$ cat src/tsw_pkg.sv
// Shared constants and carrier types for the link switch configuration bank
package tsw_pkg;

	// Register offsets of the serial register map
	localparam logic [7:0] ADDR_FAST_MODES  = 8'h00;
	localparam logic [7:0] ADDR_AUX_MODES   = 8'h01;
	localparam logic [7:0] ADDR_RX_SETTINGS = 8'h10;
	localparam logic [7:0] ADDR_TERM_LOW    = 8'h11;
	localparam logic [7:0] ADDR_TERM_HIGH   = 8'h12;
	localparam logic [7:0] ADDR_EQ_LOW      = 8'h13;
	localparam logic [7:0] ADDR_EQ_HIGH     = 8'h14;
	localparam logic [7:0] ADDR_TX_SETTINGS = 8'h20;

	// Reset values
	localparam logic [7:0] RST_FAST_MODES  = 8'h40;
	localparam logic [7:0] RST_AUX_MODES   = 8'h40;
	localparam logic [7:0] RST_RX_SETTINGS = 8'h01;
	localparam logic [7:0] RST_TERM        = 8'h00;
	localparam logic [7:0] RST_EQ          = 8'h00;
	localparam logic [7:0] RST_TX_SETTINGS = 8'h03;

	// Field positions
	localparam int MODE_EN_BIT     = 6;
	localparam int MODE_SEL_MSB    = 1;
	localparam int RX_MASTER_BIT   = 0;
	localparam int OUTPUT_PREEMPH_LEVEL_MSB       = 3;
	localparam int OUTPUT_PREEMPH_LEVEL_LSB       = 2;
	localparam int TX_OTO_BIT      = 1;
	localparam int OUTPUT_CURRENT_HIGH_BIT      = 0;

	// Per-source offsets into the 16-bit channel vectors
	localparam int SRC_A_BASE = 4;
	localparam int SRC_B_BASE = 0;
	localparam int SRC_C_BASE = 8;
	localparam int SRC_D_BASE = 12;

	// Register mode: strap control or serial control
	typedef enum logic {
		TSW_MODE_STRAP  = 1'h0,
		TSW_MODE_SERIAL = 1'h1
	} tsw_mode_t;

	// One serial register access from the protocol engine
	typedef struct packed {
		logic       write;
		logic       read;
		logic [7:0] addr;
		logic [7:0] wdata;
	} tsw_reg_req_t;

	// Board strap pins
	typedef struct packed {
		logic       strap_switch_enable;
		logic [1:0] strap_source_select;
		logic       strap_eq_high;
		logic [1:0] strap_preemph_level;
		logic       strap_output_term_on;
		logic       strap_output_current_high;
	} tsw_strap_t;

	// Settings that steer the analog circuits
	typedef struct packed {
		logic        fast_switch_enable;
		logic [1:0]  fast_source_select;
		logic        aux_switch_enable;
		logic [1:0]  aux_source_select;
		logic        input_term_master_on;
		logic [15:0] input_term_select_vec;
		logic [15:0] input_eq_select_vec;
		logic [1:0]  output_preemph_level;
		logic        output_term_on;
		logic        output_current_high;
	} tsw_cfg_t;

endpackage : tsw_pkg

$ cat src/tsw_config_regs.sv
// Configuration register bank of the four-input link switch
`timescale 1ns/100ps
module tsw_config_regs (
	input  wire logic                  clock_in,
	input  wire logic                  reset_in,
	input  wire tsw_pkg::tsw_reg_req_t reg_req_in,
	output logic               [7:0]   reg_rdata_out,
	input  wire tsw_pkg::tsw_strap_t   strap_in,
	output tsw_pkg::tsw_cfg_t          cfg_out,
	output logic               [3:0]   term_connect_out [4],
	output logic               [3:0]   eq_high_out [4],
	output logic                       serial_mode_out
);

	////////////////////////////////////////////////////////////////////////
	// Declarations
	tsw_pkg::tsw_strap_t strap_s;           // Synchronised straps
	tsw_pkg::tsw_mode_t  mode_q, mode_d;    // Strap or serial control
	logic [7:0]  fast_q, fast_d;            // Fast path mode register
	logic [7:0]  aux_q, aux_d;              // Auxiliary mode register
	logic [7:0]  rxs_q, rxs_d;              // Receiver settings
	logic [15:0] term_q, term_d;            // Termination vector
	logic [15:0] eq_q, eq_d;                // Equalizer vector
	logic [7:0]  tx_q, tx_d;                // Transmitter settings
	logic [7:0]  rdata_q, rdata_d;          // Registered read data
	logic        access;                    // Any serial access this cycle
	logic [15:0] term_eff;                  // Terminations after master gate

	////////////////////////////////////////////////////////////////////////
	// Straps are board pins, so they cross into the clock domain first
	tsw_sync #(
		.WIDTH ($bits(tsw_pkg::tsw_strap_t))
	) u_strap_sync (
		.clock_in (clock_in),
		.reset_in (reset_in),
		.async_in (strap_in),
		.sync_out (strap_s)
	);

	assign access = reg_req_in.write | reg_req_in.read;

	////////////////////////////////////////////////////////////////////////
	// Mode flag: once serial, stays serial until the next reset
	always_comb begin
		mode_d = mode_q;
		if (access) begin
			mode_d = tsw_pkg::TSW_MODE_SERIAL;
		end
	end

	////////////////////////////////////////////////////////////////////////
	// Register next values: strap copy, serial write, or hold
	always_comb begin
		fast_d = fast_q;
		aux_d  = aux_q;
		rxs_d  = rxs_q;
		term_d = term_q;
		eq_d   = eq_q;
		tx_d   = tx_q;
		if (mode_q == tsw_pkg::TSW_MODE_STRAP && !access) begin
			// Pin levels are taken as-is: high is one, low is zero
			fast_d = {1'h0, strap_s.strap_switch_enable, 4'h0,
				strap_s.strap_source_select};
			aux_d  = {1'h0, 1'h1, 4'h0, strap_s.strap_source_select};
			// Master bit reads one, but the termination vector stays clear
			rxs_d  = tsw_pkg::RST_RX_SETTINGS;
			term_d = 16'h0000;
			eq_d   = {16{strap_s.strap_eq_high}};
			tx_d   = {4'h0, strap_s.strap_preemph_level,
				strap_s.strap_output_term_on,
				strap_s.strap_output_current_high};
		end else if (reg_req_in.write) begin
			// Writes win in the access cycle; serial control takes over
			if (reg_req_in.addr == tsw_pkg::ADDR_FAST_MODES) begin
				fast_d = reg_req_in.wdata;
			end else if (reg_req_in.addr == tsw_pkg::ADDR_AUX_MODES) begin
				aux_d = reg_req_in.wdata;
			end else if (reg_req_in.addr == tsw_pkg::ADDR_RX_SETTINGS) begin
				rxs_d = reg_req_in.wdata;
			end else if (reg_req_in.addr == tsw_pkg::ADDR_TERM_LOW) begin
				term_d[7:0] = reg_req_in.wdata;
			end else if (reg_req_in.addr == tsw_pkg::ADDR_TERM_HIGH) begin
				term_d[15:8] = reg_req_in.wdata;
			end else if (reg_req_in.addr == tsw_pkg::ADDR_EQ_LOW) begin
				eq_d[7:0] = reg_req_in.wdata;
			end else if (reg_req_in.addr == tsw_pkg::ADDR_EQ_HIGH) begin
				eq_d[15:8] = reg_req_in.wdata;
			end else if (reg_req_in.addr == tsw_pkg::ADDR_TX_SETTINGS) begin
				tx_d = reg_req_in.wdata;
			end
			// Unmapped addresses: write ignored
		end
	end

	////////////////////////////////////////////////////////////////////////
	// Read data: captured on a read, held otherwise
	always_comb begin
		rdata_d = rdata_q;
		if (reg_req_in.read) begin
			if (reg_req_in.addr == tsw_pkg::ADDR_FAST_MODES) begin
				rdata_d = fast_q;
			end else if (reg_req_in.addr == tsw_pkg::ADDR_AUX_MODES) begin
				rdata_d = aux_q;
			end else if (reg_req_in.addr == tsw_pkg::ADDR_RX_SETTINGS) begin
				rdata_d = rxs_q;
			end else if (reg_req_in.addr == tsw_pkg::ADDR_TERM_LOW) begin
				rdata_d = term_q[7:0];
			end else if (reg_req_in.addr == tsw_pkg::ADDR_TERM_HIGH) begin
				rdata_d = term_q[15:8];
			end else if (reg_req_in.addr == tsw_pkg::ADDR_EQ_LOW) begin
				rdata_d = eq_q[7:0];
			end else if (reg_req_in.addr == tsw_pkg::ADDR_EQ_HIGH) begin
				rdata_d = eq_q[15:8];
			end else if (reg_req_in.addr == tsw_pkg::ADDR_TX_SETTINGS) begin
				rdata_d = tx_q;
			end else begin
				rdata_d = 8'h00;  // Unmapped reads return zero
			end
		end
	end

	////////////////////////////////////////////////////////////////////////
	// All state registers
	always_ff @(posedge clock_in or posedge reset_in) begin
		if (reset_in) begin
			mode_q  <= tsw_pkg::TSW_MODE_STRAP;
			fast_q  <= tsw_pkg::RST_FAST_MODES;
			aux_q   <= tsw_pkg::RST_AUX_MODES;
			rxs_q   <= tsw_pkg::RST_RX_SETTINGS;
			term_q  <= {tsw_pkg::RST_TERM, tsw_pkg::RST_TERM};
			eq_q    <= {tsw_pkg::RST_EQ, tsw_pkg::RST_EQ};
			tx_q    <= tsw_pkg::RST_TX_SETTINGS;
			rdata_q <= 8'h00;
		end else begin
			mode_q  <= mode_d;
			fast_q  <= fast_d;
			aux_q   <= aux_d;
			rxs_q   <= rxs_d;
			term_q  <= term_d;
			eq_q    <= eq_d;
			tx_q    <= tx_d;
			rdata_q <= rdata_d;
		end
	end

	////////////////////////////////////////////////////////////////////////
	// Settings to the analog side, decoded straight from the registers
	// Master bit clear opens every input termination whatever the vector says
	assign term_eff = term_q & {16{rxs_q[tsw_pkg::RX_MASTER_BIT]}};

	always_comb begin
		cfg_out.fast_switch_enable    = fast_q[tsw_pkg::MODE_EN_BIT];
		cfg_out.fast_source_select    = fast_q[tsw_pkg::MODE_SEL_MSB:0];
		cfg_out.aux_switch_enable     = aux_q[tsw_pkg::MODE_EN_BIT];
		cfg_out.aux_source_select     = aux_q[tsw_pkg::MODE_SEL_MSB:0];
		cfg_out.input_term_master_on  = rxs_q[tsw_pkg::RX_MASTER_BIT];
		cfg_out.input_term_select_vec = term_q;
		cfg_out.input_eq_select_vec   = eq_q;
		cfg_out.output_preemph_level  = tx_q[tsw_pkg::OUTPUT_PREEMPH_LEVEL_MSB:tsw_pkg::OUTPUT_PREEMPH_LEVEL_LSB];
		cfg_out.output_term_on        = tx_q[tsw_pkg::TX_OTO_BIT];
		cfg_out.output_current_high   = tx_q[tsw_pkg::OUTPUT_CURRENT_HIGH_BIT];
	end

	// Per source (0=A .. 3=D) and channel: A and B ascend, C and D descend
	for (genvar g = 0; g < 16; g++) begin : g_chan
		localparam int SRC  = g / 4;
		localparam int CH   = g % 4;
		localparam int BIT  = (SRC == 0) ? tsw_pkg::SRC_A_BASE + CH :
			(SRC == 1) ? tsw_pkg::SRC_B_BASE + CH :
			(SRC == 2) ? tsw_pkg::SRC_C_BASE + 3 - CH :
			tsw_pkg::SRC_D_BASE + 3 - CH;
		assign term_connect_out[SRC][CH] = term_eff[BIT];
		assign eq_high_out[SRC][CH]      = eq_q[BIT];
	end

	assign reg_rdata_out   = rdata_q;
	assign serial_mode_out = (mode_q == tsw_pkg::TSW_MODE_SERIAL);

	////////////////////////////////////////////////////////////////////////
	// Checks
	logic strap_load;
	assign strap_load = (mode_q == tsw_pkg::TSW_MODE_STRAP) && !access;

	// The release edge itself still holds reset values, so it is left out
	chk_strap_fast: assert property (@(posedge clock_in) disable iff (reset_in)
		strap_load && !reset_in |=> fast_q == {1'h0, $past(strap_s.strap_switch_enable),
			4'h0, $past(strap_s.strap_source_select)})
		else $error("fast modes not loaded from straps");

	chk_strap_aux: assert property (@(posedge clock_in) disable iff (reset_in)
		strap_load |=> aux_q[6] && aux_q[1:0] == fast_q[1:0])
		else $error("aux modes not forced in strap mode");

	chk_strap_term_off: assert property (@(posedge clock_in) disable iff (reset_in)
		strap_load |=> term_eff == 16'h0000)
		else $error("input termination on in strap mode");

	chk_strap_eq_all: assert property (@(posedge clock_in) disable iff (reset_in)
		strap_load |=> eq_q == {16{$past(strap_s.strap_eq_high)}})
		else $error("equalizer not copied from strap");

	chk_mode_first_access: assert property (@(posedge clock_in) disable iff (reset_in)
		access |=> serial_mode_out ##1 serial_mode_out)
		else $error("mode flag not set by access");

	chk_serial_keeps: assert property (@(posedge clock_in) disable iff (reset_in)
		serial_mode_out && !reg_req_in.write |=> $stable(tx_q) && $stable(fast_q))
		else $error("serial settings changed without a write");

	chk_tx_write: assert property (@(posedge clock_in) disable iff (reset_in)
		reg_req_in.write && reg_req_in.addr == tsw_pkg::ADDR_TX_SETTINGS |=>
		cfg_out.output_preemph_level == $past(reg_req_in.wdata[3:2]) &&
		cfg_out.output_term_on == $past(reg_req_in.wdata[1]) &&
		cfg_out.output_current_high == $past(reg_req_in.wdata[0]))
		else $error("transmitter write not applied");

	chk_term_map: assert property (@(posedge clock_in) disable iff (reset_in)
		reg_req_in.write && reg_req_in.addr == tsw_pkg::ADDR_TERM_HIGH &&
		rxs_q[0] && !(mode_q == tsw_pkg::TSW_MODE_STRAP) |=>
		term_connect_out[2][0] == $past(reg_req_in.wdata[3]) &&
		term_connect_out[3][3] == $past(reg_req_in.wdata[4]))
		else $error("termination high byte mis-mapped");

	chk_read_back: assert property (@(posedge clock_in) disable iff (reset_in)
		reg_req_in.read && !reg_req_in.write &&
		reg_req_in.addr == tsw_pkg::ADDR_EQ_LOW |=> reg_rdata_out == $past(eq_q[7:0]))
		else $error("read data wrong");

	cov_strap_load: cover property (@(posedge clock_in) disable iff (reset_in)
		strap_load ##1 strap_load);
	cov_first_write: cover property (@(posedge clock_in) disable iff (reset_in)
		!serial_mode_out && reg_req_in.write);
	cov_term_on: cover property (@(posedge clock_in) disable iff (reset_in)
		term_eff != 16'h0000);
	cov_tx_read: cover property (@(posedge clock_in) disable iff (reset_in)
		reg_req_in.read && reg_req_in.addr == tsw_pkg::ADDR_TX_SETTINGS);

endmodule : tsw_config_regs

$ cat src/tsw_sync.sv
// Two-stage synchroniser for the strap pins
`timescale 1ns/100ps
module tsw_sync #(
	parameter int WIDTH = 8
) (
	input  wire logic             clock_in,
	input  wire logic             reset_in,
	input  wire logic [WIDTH-1:0] async_in,
	output logic      [WIDTH-1:0] sync_out
);

	logic [WIDTH-1:0] meta_q;  // First stage, read only by the second
	logic [WIDTH-1:0] sync_q;  // Second stage, safe to use
	logic [WIDTH-1:0] meta_d;
	logic [WIDTH-1:0] sync_d;

	////////////////////////////////////////////////////////////////////////
	// Next values: a plain shift
	always_comb begin
		meta_d = async_in;
		sync_d = meta_q;
	end

	// Registers
	always_ff @(posedge clock_in or posedge reset_in) begin
		if (reset_in) begin
			meta_q <= '0;
			sync_q <= '0;
		end else begin
			meta_q <= meta_d;
			sync_q <= sync_d;
		end
	end

	assign sync_out = sync_q;

endmodule : tsw_sync
$ cat config.mk
export PLATFORM = sky130hd
export DESIGN_NAME = tsw_config_regs
export DESIGN_NICKNAME = d
export VERILOG_FILES = /design/src/tsw_pkg.sv /design/src/tsw_config_regs.sv /design/src/tsw_sync.sv
export SDC_FILE = /design/constraint.sdc
export NUM_CORES = 1
export LEC_CHECK = 0
export ABC_AREA = 1
export ABC_CLOCK_PERIOD_IN_PS = 3650
export BUFFER_PORTS_ARGS = -buffer_cell sky130_fd_sc_hd__buf_2
export CELL_PAD_IN_SITES_DETAIL_PLACEMENT = 1
export CELL_PAD_IN_SITES_GLOBAL_PLACEMENT = 1
export CORE_UTILIZATION = 38
export CTS_CLUSTER_SIZE = 12
export DETAILED_ROUTE_END_ITERATION = 6
export PLACE_DENSITY = 0.75
export RECOVER_POWER = 50
export SLEW_MARGIN = 10
export SYNTH_ARGS = -nofsm -noshare
export SYNTH_HDL_FRONTEND = slang
export SYNTH_SLANG_ARGS = --single-unit
$ cat constraint.sdc
create_clock -name clock_in -period 3.65 [get_ports clock_in]
set_input_delay 0.73 -clock clock_in [delete_from_list [all_inputs] [get_ports clock_in]]
set_output_delay 0.73 -clock clock_in [all_outputs]
set_load 0.005 [all_outputs]
# After elaboration in Yosys (flattened, before gate mapping)

Index checks and enable logic that the tools add are counted.
W data, S select, Z words.

Eq/ne operators: 14
Multiplexer cells: 48
Reduce and logical (&&, ||, !) cells: 20
Bitwise logic cells: 3

Operators by type and width:

| cell                 | number |
|---|---|
| $mux W8              | 36 |
| $mux W16             | 12 |
| $eq A8 B5 Y1 const B | 5 |
| $reduce_bool A2 Y1   | 9 |
| $and A16 B16 Y16     | 1 |
| $ne A2 B2 Y1 const B | 7 |
| $reduce_and A9 Y1    | 1 |
| $eq A8 B1 Y1 const B | 1 |
| $eq A8 B6 Y1 const B | 1 |
| $logic_not A8 Y1     | 1 |
| $reduce_and A8 Y1    | 1 |
| $reduce_and A7 Y1    | 1 |
| $reduce_and A6 Y1    | 1 |
| $reduce_and A5 Y1    | 1 |
| $reduce_and A4 Y1    | 1 |
| $reduce_and A3 Y1    | 1 |
| $reduce_and A2 Y1    | 1 |
| $logic_and A1 B1 Y1  | 1 |
| $logic_not A1 Y1     | 1 |
| $not A1 Y1           | 1 |
| $or A1 B1 Y1         | 1 |

Input bits: 28
Output and inout port bits: 84
Logic and storage cells: 97
Flip-flop bits (word level): 89

# Depth between registers and ports, before layout

Gate-level depths: netlist of run 1.

Depth in word-level cells: 11
Depth in mapped cells: 11
Depth with buffers taken out: 11

# Cells and area by module

Synthesis of run 1 repeated with hierarchy kept, for this count alone.

Cells, all modules: 531
Area, all modules: 4365.4 um^2

Modules (own cells, without submodules):

| module          | cells each | instances | sequential area each (um^2) | area an instance (um^2) |
|---|---|---|---|---|
| tsw_config_regs | 514        | 1         | 1833.0                      | 3961.3 |
| tsw_sync        | 17         | 1         | 400.4                       | 404.1 |

# Worst setup path after synthesis of run 1

OpenSTA, ideal clock, no wires.

Path kind: input to register
Start point: input reg_req_in[16] (netlist bit)
End point: register eq_q[10]
Arrival: 1.823 ns
Path slack: 1.710 ns
Data required time: 3.533 ns
Library setup time: 0.117 ns
Buffers on the path: 0
Stages: 10
Cell sequence: inv_2 nand2_1 nor2_4 nor2_1 nor2_4 nand2_4 nor2_4 nand2_2 nand2_1 nand2_1

Longest elaborated chain between the ends: 5

RTL lines:

| item                                                         | RTL line               | source |
|---|---|---|
| from (decl)                                                  | tsw_config_regs.sv:6   | `input wire tsw_pkg::tsw_reg_req_t reg_req_in,` |
| $or A1 B1 Y1 *                                               | tsw_config_regs.sv:40  | `assign access = reg_req_in.write \| reg_req_in.read;` |
| $logic_not A1 Y1 *                                           | n/a                    |  |
| $logic_and A1 B1 Y1 *                                        | n/a                    |  |
| $ne A2 B2 Y1 (no line) or $reduce_bool A2 Y1 (tied branches) | n/a                    |  |
| $reduce_and A8 Y1 (no line)                                  | n/a                    |  |
| to (signal assigned)                                         | tsw_config_regs.sv:131 | `eq_q <= {tsw_pkg::RST_EQ, tsw_pkg::RST_EQ};` |
| to (signal assigned)                                         | tsw_config_regs.sv:140 | `eq_q <= eq_d;` |
| to (decl)                                                    | tsw_config_regs.sv:23  | `logic [15:0] eq_q, eq_d;` |

Every way passes the cells marked *; elsewhere a longest branch is shown, timed or not.
A chain may end at the register's enable or synchronous reset.

# Worst setup path in the final report of run 1

Start point: input reg_req_in[9] (netlist bit)
End point: register eq_q[10]

Longest elaborated chain between the ends: 3

RTL lines:

| item                                                         | RTL line              | source |
|---|---|---|
| $eq A8 B5 Y1, or another cell as far along                   | tsw_config_regs.sv:84 | `end else if (reg_req_in.addr == tsw_pkg::ADDR_EQ_LOW) begin` |
| $ne A2 B2 Y1 (no line) or $reduce_bool A2 Y1 (tied branches) | n/a                   |  |
| $reduce_and A8 Y1 (no line) *                                | n/a                   |  |

Marks and branches as above.

==> run summary, run 1 <==
The startpoint of the tightest hold check path was u_strap_sync.meta_q[2]$_DFF_PP0_. The number of maximum-capacitance constraint violations is 1, and the number of cells on the worst hold path is 0. Dividing the detail-routed via count by the number of cells gives 5.05. In this run, synthesis produced a sequential element count of 89. The number of cells in the finished layout apart from fillers came out at 756.

112 I/O pins were placed. For the number of hold-slack violations in the final timing report, the log shows 0. Setup violations remaining at the end of the flow were counted as 0.

For met3 alone, demand over resource in global routing was 3.62%. Global routing used 31.6% of the available met1 tracks. For this block, the initial DRC count from the detailed router was 152. Setup slack on the worst reg-to-reg path comes out at 1570 ps.

For the total die area, the log shows 11,600 µm². Power spread over the standard cell area amounts to 430 nW/µm². The startpoint kind of the worst setup timing path is a primary input. The number of clock sinks seen by CTS was 89. The flow ran to the end, but the final reports show violations.

The post-synthesis instance total was 525. Number of nets still failing antenna checks after routing: 0. TritonCTS built the clock tree. The final core utilization was 45.6%; the aggregate global routing overflow was 0.

In the final layout, the multi-input gates occupy 1570 µm². Summed over all instances, the cell type with the most area after synthesis is sky130_fd_sc_hd__dfrtp_1. The net count after synthesis came out at 553.

In the post-synthesis netlist, the biggest area contributors are sky130_fd_sc_hd__dfrtp_1 49%, sky130_fd_sc_hd__nand2_1 15%, sky130_fd_sc_hd__o21ai_0 5.4%. The tools report the number of buffers inserted to repair setup after CTS as 0. The fraction of final layout cells with drive strength greater than 1 is 24.2%. The overall die width works out to 108 µm. At the pin with the least slew margin, the transition time is 1640 ps. The number of pins exceeding their max-slew limit in the final report came out at 38. In this run the critical register-to-register path is captured at eq_q[10]$_DFFE_PP0P_.

The total CTS buffers is 9, and the pin count of the biggest net entering global routing is 38. The worst relative slew slack came out at -9.66%. Mean area per synthesized cell: 8.12 µm². In this run the static leakage power is 2.70 nW.

The tools report the launch point of the worst reg-to-reg path as serial_mode_out$_DFFE_PP0P_. The half-perimeter wire length after detailed placement is 9550 µm. The run gives 0 as the hold buffer count at CTS.

The filler cell count in the final layout was 1,395; the die outline height was 108 µm. The floorplan has 38 rows. Number of nets in the layout: 639. The run gives 0 as the initial antenna violation count. Before antenna repair, the detailed router went through 5 iterations. In this run the tool buffered the top-level ports with 111 buffer cells.

The global-route usage over all layers is 23.5%, and the count of cells along the worst register-to-register path is 8. The congestion estimate from routability-driven global placement came to 0.824. Standard cell core area: 10,900 µm². The routed layout has 3,820 vias. On the final layout, the worst hold slack is 350 ps. Endpoint with the worst hold slack: u_strap_sync.sync_out[2]$_DFF_PP0_.

The worst setup path is captured at a flop. The path class of the tightest hold or removal check is reg2reg. The global-route wire length before repair came out at 20,100 µm. The H-tree depth came out at 3. From synthesis to final layout, the design area changed by 16.5%.

The final routed wire length divided by cell count is 17.1 µm. Most common cell after layout, fill and taps aside: sky130_fd_sc_hd__nand2_1. After synthesis, the netlist uses 24 different library cells.

Data arrives at the worst endpoint at 2710 ps. The critical path class is in2reg. Gates resized during post-CTS repair numbered 0. Counting along the longest clock path gives a buffer depth of 2. In the layout the commonest cells are 171 x sky130_fd_sc_hd__nand2_1, 102 x sky130_fd_sc_hd__buf_2, 84 x sky130_fd_sc_hd__dfrtp_1. Derived from the worst setup path, the maximum achievable clock frequency is 415 MHz.

The logs give 3950 ps for the endpoint required time on the critical path and 370 ps for the clock insertion delay at the later pin of the skew report. The final total negative setup slack is 0 ps. The number of antenna diodes in the final layout is 0.

Wires add up to 12,900 µm. The cell sitting at the root of the clock tree is a sky130_fd_sc_hd__clkbuf_8. Global routing used 38.5% of the available met2 tracks. The portion of the clock cycle consumed by the worst path in the final layout works out to 66.1%.

The CTS clock-pin slew for the worst setup and hold paths came out at 90 ps. The checks that failed: max-capacitance violations, max-slew violations. In this run the cell area of the synthesized design comes to 4260 µm². The clock arrives with 10.3 ps of skew.

The share of the Yosys chip area taken by registers is 52.4%. The initial utilization of the core area, before any placement, comes to 39.2%. In this run the most used layer during global routing was met2.

The sequential cells in the finished layout cover a total of 2230 µm². Of all nets on the critical path, the largest fanout is 11. Cell count after placement: 740. Setup repair after global routing left no endpoint under its margin. Across the VDD grid, the largest voltage drop is 0.000234 V. For this run, design rule violations remaining after detail routing come to 0. The worst path in the final design needs a cycle of 2410 ps, including I/O delays and setup.

The number of global-route vias before repair was 3,744; the top cell type's share of synthesized area was 49.3%. During synthesis, Yosys emitted a total of 0 warnings.
==> registers in the layout (all words and copies together), names as in the netlist <==
name and count:
reg_rdata_out 8, u_strap_sync.sync_out 8, fast_q 8, tx_q 8
eq_q 16, serial_mode_out 1, rxs_q 8, term_q 16
aux_q 8, u_strap_sync.meta_q 8
==> cell families (layout without fill, tap and decap cells) <==
| kind of cell | count (synthesis) | after routing | share of synthesized area (%) |
|---|---|---|---|
| flops | 89 | 89 | 52.4 |
| buf+inv | 89 | 180 | 10.7 |
| simple gates | 272 | 272 | 27.6 |
| compound gates | 75 | 75 | 9.24 |
==> how the worst max path moves through the flow <==
| stage | start | to | slack, ps | cells past startpoint |
|---|---|---|---|---|
| 5_1_grt | reset_in | term_q[15]$_DFFE_PP0P_ | 980 | 3 |
| 3_3_place_gp | reg_req_in[16] | eq_q[9]$_DFFE_PP0P_ | 1000 | 11 |
| 3_5_place_dp | reg_req_in[16] | eq_q[10]$_DFFE_PP0P_ | 870 | 11 |
| 2_1_floorplan | reset_in | aux_q[0]$_DFFE_PP0P_ | 620 | 1 |
| 6_report | reg_req_in[9] | eq_q[10]$_DFFE_PP0P_ | 1240 | 12 |
| 4_1_cts | reg_req_in[16] | eq_q[10]$_DFFE_PP0P_ | 1250 | 11 |
==> synth_stat cells (all sizes together) <==
master	count
nand4	8
a21oi	16
nor3	1
dfrtp	84
o211ai	3
nand2	174
inv	47
o21ai	50
nand3	43
clkbuf	4
dfstp	5
nor2	46
a31oi	6
buf	38
==> through the flow <==
step / instance area [µm²] / power, W / setup slack [ps]
after detailed placement: 4760 / 0.00138 / 872
final: 4970 / 0.00214 / 1240
after global routing: 4970 / 0.00223 / 982
after CTS: 4990 / 0.00216 / 1250
after floorplan: 4260 / 0.00128 / 621
after global placement: 4760 / 0.00137 / 998
==> cell type report <==
class                      instances  share of cell area (%)
timing repair buffer             117                    11.7
sequential                        89                    44.9
tap                              140                    3.52
multi-input combinational        347                    31.6
clock buffer                      10                    2.77
clock inverter                     6                    1.81
inverter                          47                    3.58
==> per-layer routing <==
layer | vias to the layer above | part of all wire (%) | routed length, µm
met1 | 1889 | 45 | 5870
li1 | 1824 | - | -
met2 | 98 | 49 | 6340
met3 | 9 | 4.2 | 536
met5 | - | 0 | 0
met4 | 0 | 1.3 | 165
==> worst max-delay path, cell delays in order <==
cell                      delay [ps]
sky130_fd_sc_hd__buf_2           100
sky130_fd_sc_hd__inv_1            90
sky130_fd_sc_hd__nand2_1          90
sky130_fd_sc_hd__nor2_2          380
sky130_fd_sc_hd__nand2_1         330
sky130_fd_sc_hd__nor2_2          360
sky130_fd_sc_hd__nor2_4           90
sky130_fd_sc_hd__nand2_4         140
sky130_fd_sc_hd__nor2_4           80
sky130_fd_sc_hd__nand2_2         170
sky130_fd_sc_hd__nand2_1          80
sky130_fd_sc_hd__nand2_1          70
==> report_power, final <==
group	internal (W)	total [W]	leakage (nW)	switching [W]
Clock	0.000407	0.000781	0.113	0.000374
Combinational	0.0000891	0.000227	1.45	0.000138
Sequential	0.00106	0.00113	1.14	0.0000676
Total	0.00156	0.00214	2.70	0.000579
Power figures use the tool's default switching activity.
==> inputs of run 2 (changes only) <==
Settings changed: ABC_AREA 1 to 0, ABC_CLOCK_PERIOD_IN_PS 3650 to 2300, CORE_UTILIZATION 38 to 41, PLACE_DENSITY 0.75 to 0.76.
Clock period 3.65 ns to 2.3 ns, I/O delays scaled along.
==> run summary, run 2 <==
The flow ran to the end, and the final reports show no timing, DRC or antenna violations. For the number of nets still failing antenna checks after routing, the log shows 0 (unchanged). The ratio of total power to cell area was 668 nW/µm² (+55%). The run gives 590 ps (-980 ps) as the register-to-register setup slack. For the maximum achievable frequency, the log shows 542 MHz. The total DRC errors in the routed layout came out at 0 (unchanged). The signal on the critical path passes through buf_2 -> or4b_1 -> or4_1 -> buf_4 -> mux2i_1 -> o21ai_0.

The post-route worst setup slack came out at 456 ps (-783 ps). The run gives 497 (-10%) as the net count after synthesis. The area of the mapped netlist is 4640 µm² (+8.9%). The most common cell after layout, fill and taps aside is sky130_fd_sc_hd__buf_2. The largest driver fanout on the critical path works out to 5 (-6). The static leakage is 3.00 nW (+11%). The die outline height was 108 µm (+0.45%). The overall die width works out to 108 µm (+0.45%). Minimum period implied by the final worst setup slack: 1840 ps. The startpoint identified for the worst register-to-register timing path is serial_mode_out$_DFFE_PP0P_. The row count is 38 (unchanged), and the CTS clock-pin slew for the worst setup and hold paths is 70 ps (-20 ps). The most used flip-flop cell after synthesis is sky130_fd_sc_hd__dfrtp_1. Top cell type's share of synthesized area: 45.3% (-4.0 points). The initial antenna violation count was 0 (unchanged). The transition time of the tightest slew-check pin works out to 1240 ps (-397 ps). TritonCTS built the clock tree.

From synthesis to final layout, the design area changed by 19.9%. The run gives 0 (unchanged) as the number of buffers inserted to repair setup after CTS. The number of primary I/O pins came out at 112 (unchanged). The final routed wire length divided by cell count came out at 20.0 µm (+17%).

The logs give 0 (-100%) for the number of pins exceeding their max-slew limit in the final report and 89 (unchanged) for the number of clock sinks seen by CTS. STA classifies the critical path startpoint as a primary input. The count of flip-flops with a built-in enable after synthesis came out at 0 (unchanged).

Aggregate global routing overflow: 0 (unchanged). Cell with the most instances after synthesis: sky130_fd_sc_hd__dfrtp_1. For the final worst clock skew, the log shows 9.25 ps (-1.01 ps).

The tools report the hold buffer count at CTS as 0 (unchanged). The largest registers in the layout are eq_q x16, term_q x16. The number of warning messages in the yosys log was 0 (unchanged). Setup repair after global routing left no endpoint under its margin. The worst voltage drop across the vdd grid was 0.000660 V (+180%); the number of unique standard cell types used by synthesis was 43 (+79%). The largest buffer count on any clock path is 2 (unchanged), and the total power after layout is 0.00372 W (+74%). The count of cells along the worst register-to-register path came out at 5 (-3).

STA classifies the critical path endpoint as a flop. After synthesis, the most frequently instantiated cells are 84 x sky130_fd_sc_hd__dfrtp_1, 50 x sky130_fd_sc_hd__nand2_1, 46 x sky130_fd_sc_hd__mux2i_1. The post-CTS resize count is 0 (unchanged). The tools report the standard cell core area as 10,900 µm² (+0.44%). The worst register-to-register path ends at eq_q[4]$_DFFE_PP0P_.

The number of search-and-repair iterations in the first detailed-routing pass is 7 (+2). The run gives 10,500 µm (+9.7%) as the half-perimeter wire length after detailed placement. The library cell occupying the most area in the post-synthesis netlist is sky130_fd_sc_hd__dfrtp_1. The critical path launch point is reg_req_in[15]. The placement-stage worst setup slack was 73.0 ps (-799 ps). The synthesis-stage register bit count was 89 (unchanged).

By area the synthesized netlist is led by sky130_fd_sc_hd__dfrtp_1 45%, sky130_fd_sc_hd__mux2i_1 9.9%, sky130_fd_sc_hd__buf_4 4.4%. Clock root buffer: sky130_fd_sc_hd__clkbuf_16. Worst hold margin: 199 ps (-151 ps). Number of maximum-capacitance constraint violations: 0 (-1).

The H-tree depth came out at 3 (unchanged). The fraction of final layout cells with drive strength greater than 1 was 29.0% (+4.9 points). The tools report the post-synthesis instance total as 469 (-11%).

Via count: 4,000 (+4.7%). The logs give 2580 ps (-1370 ps) for the endpoint required time on the critical path and 4,117 (+10%) for the number of global-route vias before repair. The number of vias per cell after detailed routing is 5.64 (+12%), and the fraction of registers with async set/reset is 100% (unchanged). The total die area was 11,800 µm² (+0.91%); the portion of the clock cycle consumed by the worst path in the final layout was 80.2%.

The final wirelength is 14,200 µm (+9.8%), and the detailed router's first-iteration violation count is 198 (+30%). The number of nets in the layout came out at 591 (-7.5%). The global-route usage over all layers was 25.6% (+2.1 points); the effective utilization at floorplan was 42.5% (+3.3 points). The tools report the sequential area share after synthesis as 48.1% (-4.3 points). Stage delay of the slowest cell on the critical path: 580 ps (+200 ps). The logs give 0 (unchanged) for the final number of setup-violating endpoints and 2120 ps (-590 ps) for the worst path arrival time. The run gives 9 (unchanged) as the total CTS buffers. The most critical setup path has its endpoint at tx_q[0]$_DFFE_PP1P_. The largest individual stage delay along the critical path comes from the cell sky130_fd_sc_hd__or4b_1.

The quantity of I/O buffers inserted on ports is 111 (unchanged). The run gives 360 ps (about the same) as the clock insertion delay at the later pin of the skew report. The worst relative slew slack was 17.4% (+27 points); the pin count of the biggest net entering global routing was 90 (+140%). The logs give 22,100 µm (+9.7%) for the global-route wire length before repair and 0 (unchanged) for the number of hold-slack violations in the final timing report.

In the layout the commonest cells are 99 x sky130_fd_sc_hd__buf_2, 84 x sky130_fd_sc_hd__dfrtp_1, 50 x sky130_fd_sc_hd__nand2_1. The tightest min-delay check is of the in2reg type. The mean area per synthesized cell is 9.90 µm² (+22%), and the final total negative setup slack is 0 ps (unchanged). The placer's final routability congestion estimate was 0.918 (+11%). The critical path is of the in2reg type.
## run 2: cell count changes in the layout (fill, tap and decap cells not counted), moves of 10 or more
cell / before / now
sky130_fd_sc_hd__nand2_1: 171 / 50
sky130_fd_sc_hd__nor2b_1: 0 / 14
sky130_fd_sc_hd__a21o_1: 0 / 11
sky130_fd_sc_hd__clkbuf_8: 10 / 0
sky130_fd_sc_hd__o21ai_0: 46 / 22
sky130_fd_sc_hd__and2_1: 0 / 21
sky130_fd_sc_hd__mux2i_1: 0 / 46
sky130_fd_sc_hd__nand3_1: 41 / 7
sky130_fd_sc_hd__buf_4: 4 / 26
sky130_fd_sc_hd__inv_1: 44 / 10
sky130_fd_sc_hd__nand2b_1: 0 / 11
## run 2: report_power, final
part	switching [W]	total (W)	internal, W
combinational	0.000250	0.000443	0.000192
sequential	0.0000938	0.00176	0.00167
clock	0.000664	0.00151	0.000846
## run 2: critical path: cells and delay by family
family	cells	cell delay, ps
mux	1	130
compound gates	1	180
simple gates	2	1040
buf+inv	2	320
## run 2: cell type report
cell class	count	area [µm²]
multi-input combinational	312	2050
clock inverter	6	67.6
antenna	1	2.50
timing repair buffer	139	763
clock buffer	10	229
sequential	89	2230
tap	140	175
inverter	12	46.3
fill	1276	5370
## run 2: worst min-delay path by stage
stage,depth (start not counted),slack [ps],end,from
5_1_grt,1,190,u_strap_sync.meta_q[3]$_DFF_PP0_,strap_in[3]
2_1_floorplan,0,330,u_strap_sync.sync_out[0]$_DFF_PP0_,u_strap_sync.meta_q[0]$_DFF_PP0_
3_5_place_dp,0,340,u_strap_sync.sync_out[1]$_DFF_PP0_,u_strap_sync.meta_q[1]$_DFF_PP0_
6_report,1,200,u_strap_sync.meta_q[3]$_DFF_PP0_,strap_in[3]
4_1_cts,1,190,u_strap_sync.meta_q[3]$_DFF_PP0_,strap_in[3]
3_3_place_gp,0,330,u_strap_sync.sync_out[5]$_DFF_PP0_,u_strap_sync.meta_q[5]$_DFF_PP0_
## run 2: stage by stage
stage	util, %	cell area, µm²	instances
2_1_floorplan	-	4650	469
3_3_place_gp	48.5	5310	692
3_5_place_dp	48.5	5310	692
4_1_cts	51.2	5600	708
5_1_grt	50.9	5560	708
6_report	50.9	5570	709
## run 2: layer usage
metal,share of wire [%],up-vias,GRT usage (%)
met1,42,2024,31.4
met2,50,152,43.8
met4,2.1,0,10.7
met3,5.6,21,5.00
li1,-,1803,-
met5,0,-,0
## run 2: logic make-up (layout without fill, tap and decap cells)
family,after synthesis,count (layout),share of synthesized area [%]
AOI/OAI and AO/OA,90,90,13.3
buffers and inverters,68,167,7.81
DFF,89,89,48.1
muxes,55,55,12.1
other,0,1,0
and+or+nand+nor,167,167,18.6
==> inputs of run 3 (changes only) <==
Settings changed: ABC_AREA 0 to 1, ABC_CLOCK_PERIOD_IN_PS 2300 to 1500, CORE_UTILIZATION 41 to 35, PLACE_DENSITY 0.76 to 0.73.
Clock period 2.3 ns to 1.5 ns, I/O delays scaled along.
==> run summary, run 3 (synthesis results as in run 1) <==
The run finished, with violations left. The final reports fail on negative setup slack. The share of total power in the clock network came out at 43.4% (+2.8 points).

For the aggregate global routing overflow, the log shows 0 (unchanged). The clock root buffer was sky130_fd_sc_hd__clkbuf_16. The number of cells on the worst hold path is 1 (unchanged).

Endpoint required time on the critical path: 1200 ps (-1380 ps). In the final layout, the registers with the most flip-flops are eq_q x16, term_q x16. The top cell types in the final layout, fill and taps aside, are 150 x sky130_fd_sc_hd__nand2_1, 109 x sky130_fd_sc_hd__buf_2, 84 x sky130_fd_sc_hd__dfrtp_1.

Total CTS buffers: 9 (unchanged). The run gives 112 (unchanged) as the number of primary I/O pins. The fraction of final layout cells with drive strength greater than 1 is 36.8% (+7.7 points).

The portion of the clock cycle consumed by the worst path in the final layout is 110%, and the CTS clock-pin slew for the worst setup and hold paths is 80 ps (about the same). The overall die width works out to 112 µm (+3.6%). The number of pins exceeding their max-slew limit in the final report is 0 (unchanged).

The tools report the post-route worst setup slack as -156 ps (-612 ps). The number of search-and-repair iterations in the first detailed-routing pass was 5 (-2). For the total DRC errors in the routed layout, the log shows 0 (unchanged). TritonCTS built the clock tree. For the number of hold-slack violations in the final timing report, the log shows 0 (unchanged).

The number of clock sinks seen by CTS came out at 89 (unchanged). The worst path arrival time was 1360 ps (-760 ps). For the worst relative slew slack, the log shows 63.0% (+46 points).

The initial antenna violation count came out at 0 (unchanged). The total die area was 12,600 µm² (+7.4%); the ratio of total power to cell area was 1060 nW/µm² (+58%). The worst hold margin was 53.4 ps (-146 ps). The die outline height came out at 112 µm (+3.6%). The tools report the critical path endpoint category as a primary output. The minimum period implied by the final worst setup slack is 1660 ps. The placer's final routability congestion estimate was 0.868 (-5.4%). The global-route usage over all layers was 23.7% (-1.9 points); the transition time of the tightest slew-check pin was 555 ps (-685 ps).

The final wirelength was 15,300 µm (+8.1%). Pin count of the biggest net entering global routing: 43 (-52%). Setup repair after global routing could not meet its margin everywhere. The sequential cell fraction of total power was 45.0% (-2.5 points). The row count was 39 (+2.6%); the cell count after placement was 794 (+15%).

The startpoint kind of the worst setup timing path is a flop. The number of nets still failing antenna checks after routing was 0 (unchanged). H-tree depth: 3 (unchanged). The worst min-delay path class was in2reg. The final routed wire length divided by cell count was 18.6 µm (-6.9%).

The effective utilization at floorplan is 36.6% (-5.9 points). The worst voltage drop across the vdd grid is 0.000584 V (-12%), and the global-route wire length before repair is 22,600 µm (+2.5%). The tools report the via count as 4,228 (+5.7%). Compared with the post-synthesis result, the final layout area differs by 36.1%. The logs give 11.6% (-0.3 points) for the combinational group share of total power and 0.00454 W (+67%) for the internal power contribution.

For the standard cell core area, the log shows 11,700 µm² (+6.6%). By startpoint and endpoint, the worst setup path is classified as reg2out. For the diode insertion count for antenna repair, the log shows 0 (-1). The number of nets in the layout is 703 (+19%). Clock insertion delay at the later pin of the skew report: 350 ps (about the same). The static leakage is 3.17 nW (+5.7%). The final number of setup-violating endpoints was 28 (+28). The most common cell after layout, fill and taps aside was sky130_fd_sc_hd__nand2_1.

The largest buffer count on any clock path was 2 (unchanged). The switching power share of the total is 26.0% (-1.1 points). The largest driver fanout on the critical path is 8 (+3), and the half-perimeter wire length after detailed placement is 10,600 µm (+1.5%).

The final worst clock skew came out at 14.5 ps (+5.22 ps). The count of cells along the worst register-to-register path works out to 6 (+1). The tools report the number of cells in the finished layout apart from fillers as 823 (+16%). The number of vias per cell after detailed routing works out to 5.14 (-8.9%). For the filler cell count in the final layout, the log shows 1,411 (+11%). The number of global-route vias before repair was 4,300 (+4.4%); the detailed router's first-iteration violation count was 248 (+25%). The quantity of I/O buffers inserted on ports was 111 (unchanged); the number of maximum-capacitance constraint violations was 0 (unchanged). The logs give 0.00159 W (+58%) for the total net switching power and 604 MHz for the maximum achievable frequency.
-- run 3: cell count changes in the layout (fill, tap and decap cells not counted), moves of 11 or more --
cell,before,now
sky130_fd_sc_hd__o21ai_1,2,14
sky130_fd_sc_hd__o21ai_0,22,34
sky130_fd_sc_hd__nand2b_1,11,0
sky130_fd_sc_hd__nand2_2,0,21
sky130_fd_sc_hd__nor2b_1,14,0
sky130_fd_sc_hd__mux2i_1,46,0
sky130_fd_sc_hd__a21o_1,11,0
sky130_fd_sc_hd__buf_4,26,54
sky130_fd_sc_hd__nand2_1,50,150
sky130_fd_sc_hd__inv_1,10,42
sky130_fd_sc_hd__nand3_1,7,41
sky130_fd_sc_hd__and2_1,21,0
-- run 3: path summary, 6_finish.rpt --
check	startpoint	slack (ps)	end
setup / recovery	rxs_q[0]$_DFFE_PP1P_	-160	term_connect_out[3]
hold / removal	strap_in[3]	50	u_strap_sync.meta_q[3]$_DFF_PP0_
setup reg to reg	serial_mode_out$_DFFE_PP0P_	-80	rxs_q[0]$_DFFE_PP1P_
hold reg to reg	u_strap_sync.meta_q[2]$_DFF_PP0_	350	u_strap_sync.sync_out[2]$_DFF_PP0_
max in group asynchronous	reset_in	170	u_strap_sync.sync_out[5]$_DFF_PP0_
min in group asynchronous	reset_in	450	term_q[12]$_DFFE_PP0P_
-- run 3: worst max-delay path, cell delays in order (launching register included) --
cell and delay [ps]:
sky130_fd_sc_hd__dfstp_4 650, sky130_fd_sc_hd__buf_6 150, sky130_fd_sc_hd__nand2_1 60, sky130_fd_sc_hd__inv_1 40, sky130_fd_sc_hd__buf_2 100
-- run 3: final cells by class --
class | count | area, µm² | share of cell area, %
clock buffers | 9 | 225 | 3.88
clock inverters | 7 | 118 | 2.03
inverters | 47 | 180 | 3.10
multi-input cells | 349 | 1710 | 29.5
flip-flops and latches | 89 | 2240 | 38.5
well taps | 143 | 179 | 3.08
repair buffers | 179 | 1150 | 19.9
-- run 3: stage by stage --
stage                     setup TNS, ps  setup WS (ps)  total power (W)  cell area [µm²]  util, %
after floorplan                       0           8.30          0.00312             4280        -
after global placement            -6590           -175          0.00341             5220     44.7
after detailed placement         -11580           -272          0.00345             5220     44.7
after CTS                         -1950           -131          0.00611             5640     48.4
after global routing              -4360           -201          0.00634             5800     49.8
final                             -2600           -156          0.00613             5800     49.8
-- run 3: what timing repair did --
item                                    CTS  global route
pin swaps                                 2            10
gates resized for setup                   9            52
endpoints found under the setup margin   26            52
setup buffers                             4             6
hold endpoints to repair                  8             0
gates cloned                              0             3
hold buffers                              1             0
-- run 3: routing by layer --
metal | global-route usage (%) | part of all wire (%)
met3 | 4.97 | 4.6
met1 | 28.6 | 41
met5 | 0 | 0
met4 | 11.8 | 3.2
met2 | 40.3 | 51
-- run 3: power groups by stage --
| stage | combinational [W] | clock (W) | sequential, W |
|---|---|---|---|
| floorplan | 0.000372 | 0 | 0.00275 |
| global placement | 0.000623 | 0 | 0.00279 |
| detailed placement | 0.000652 | 0 | 0.00280 |
| CTS | 0.000700 | 0.00266 | 0.00275 |
| global route | 0.000786 | 0.00278 | 0.00277 |
| finish | 0.000714 | 0.00266 | 0.00275 |
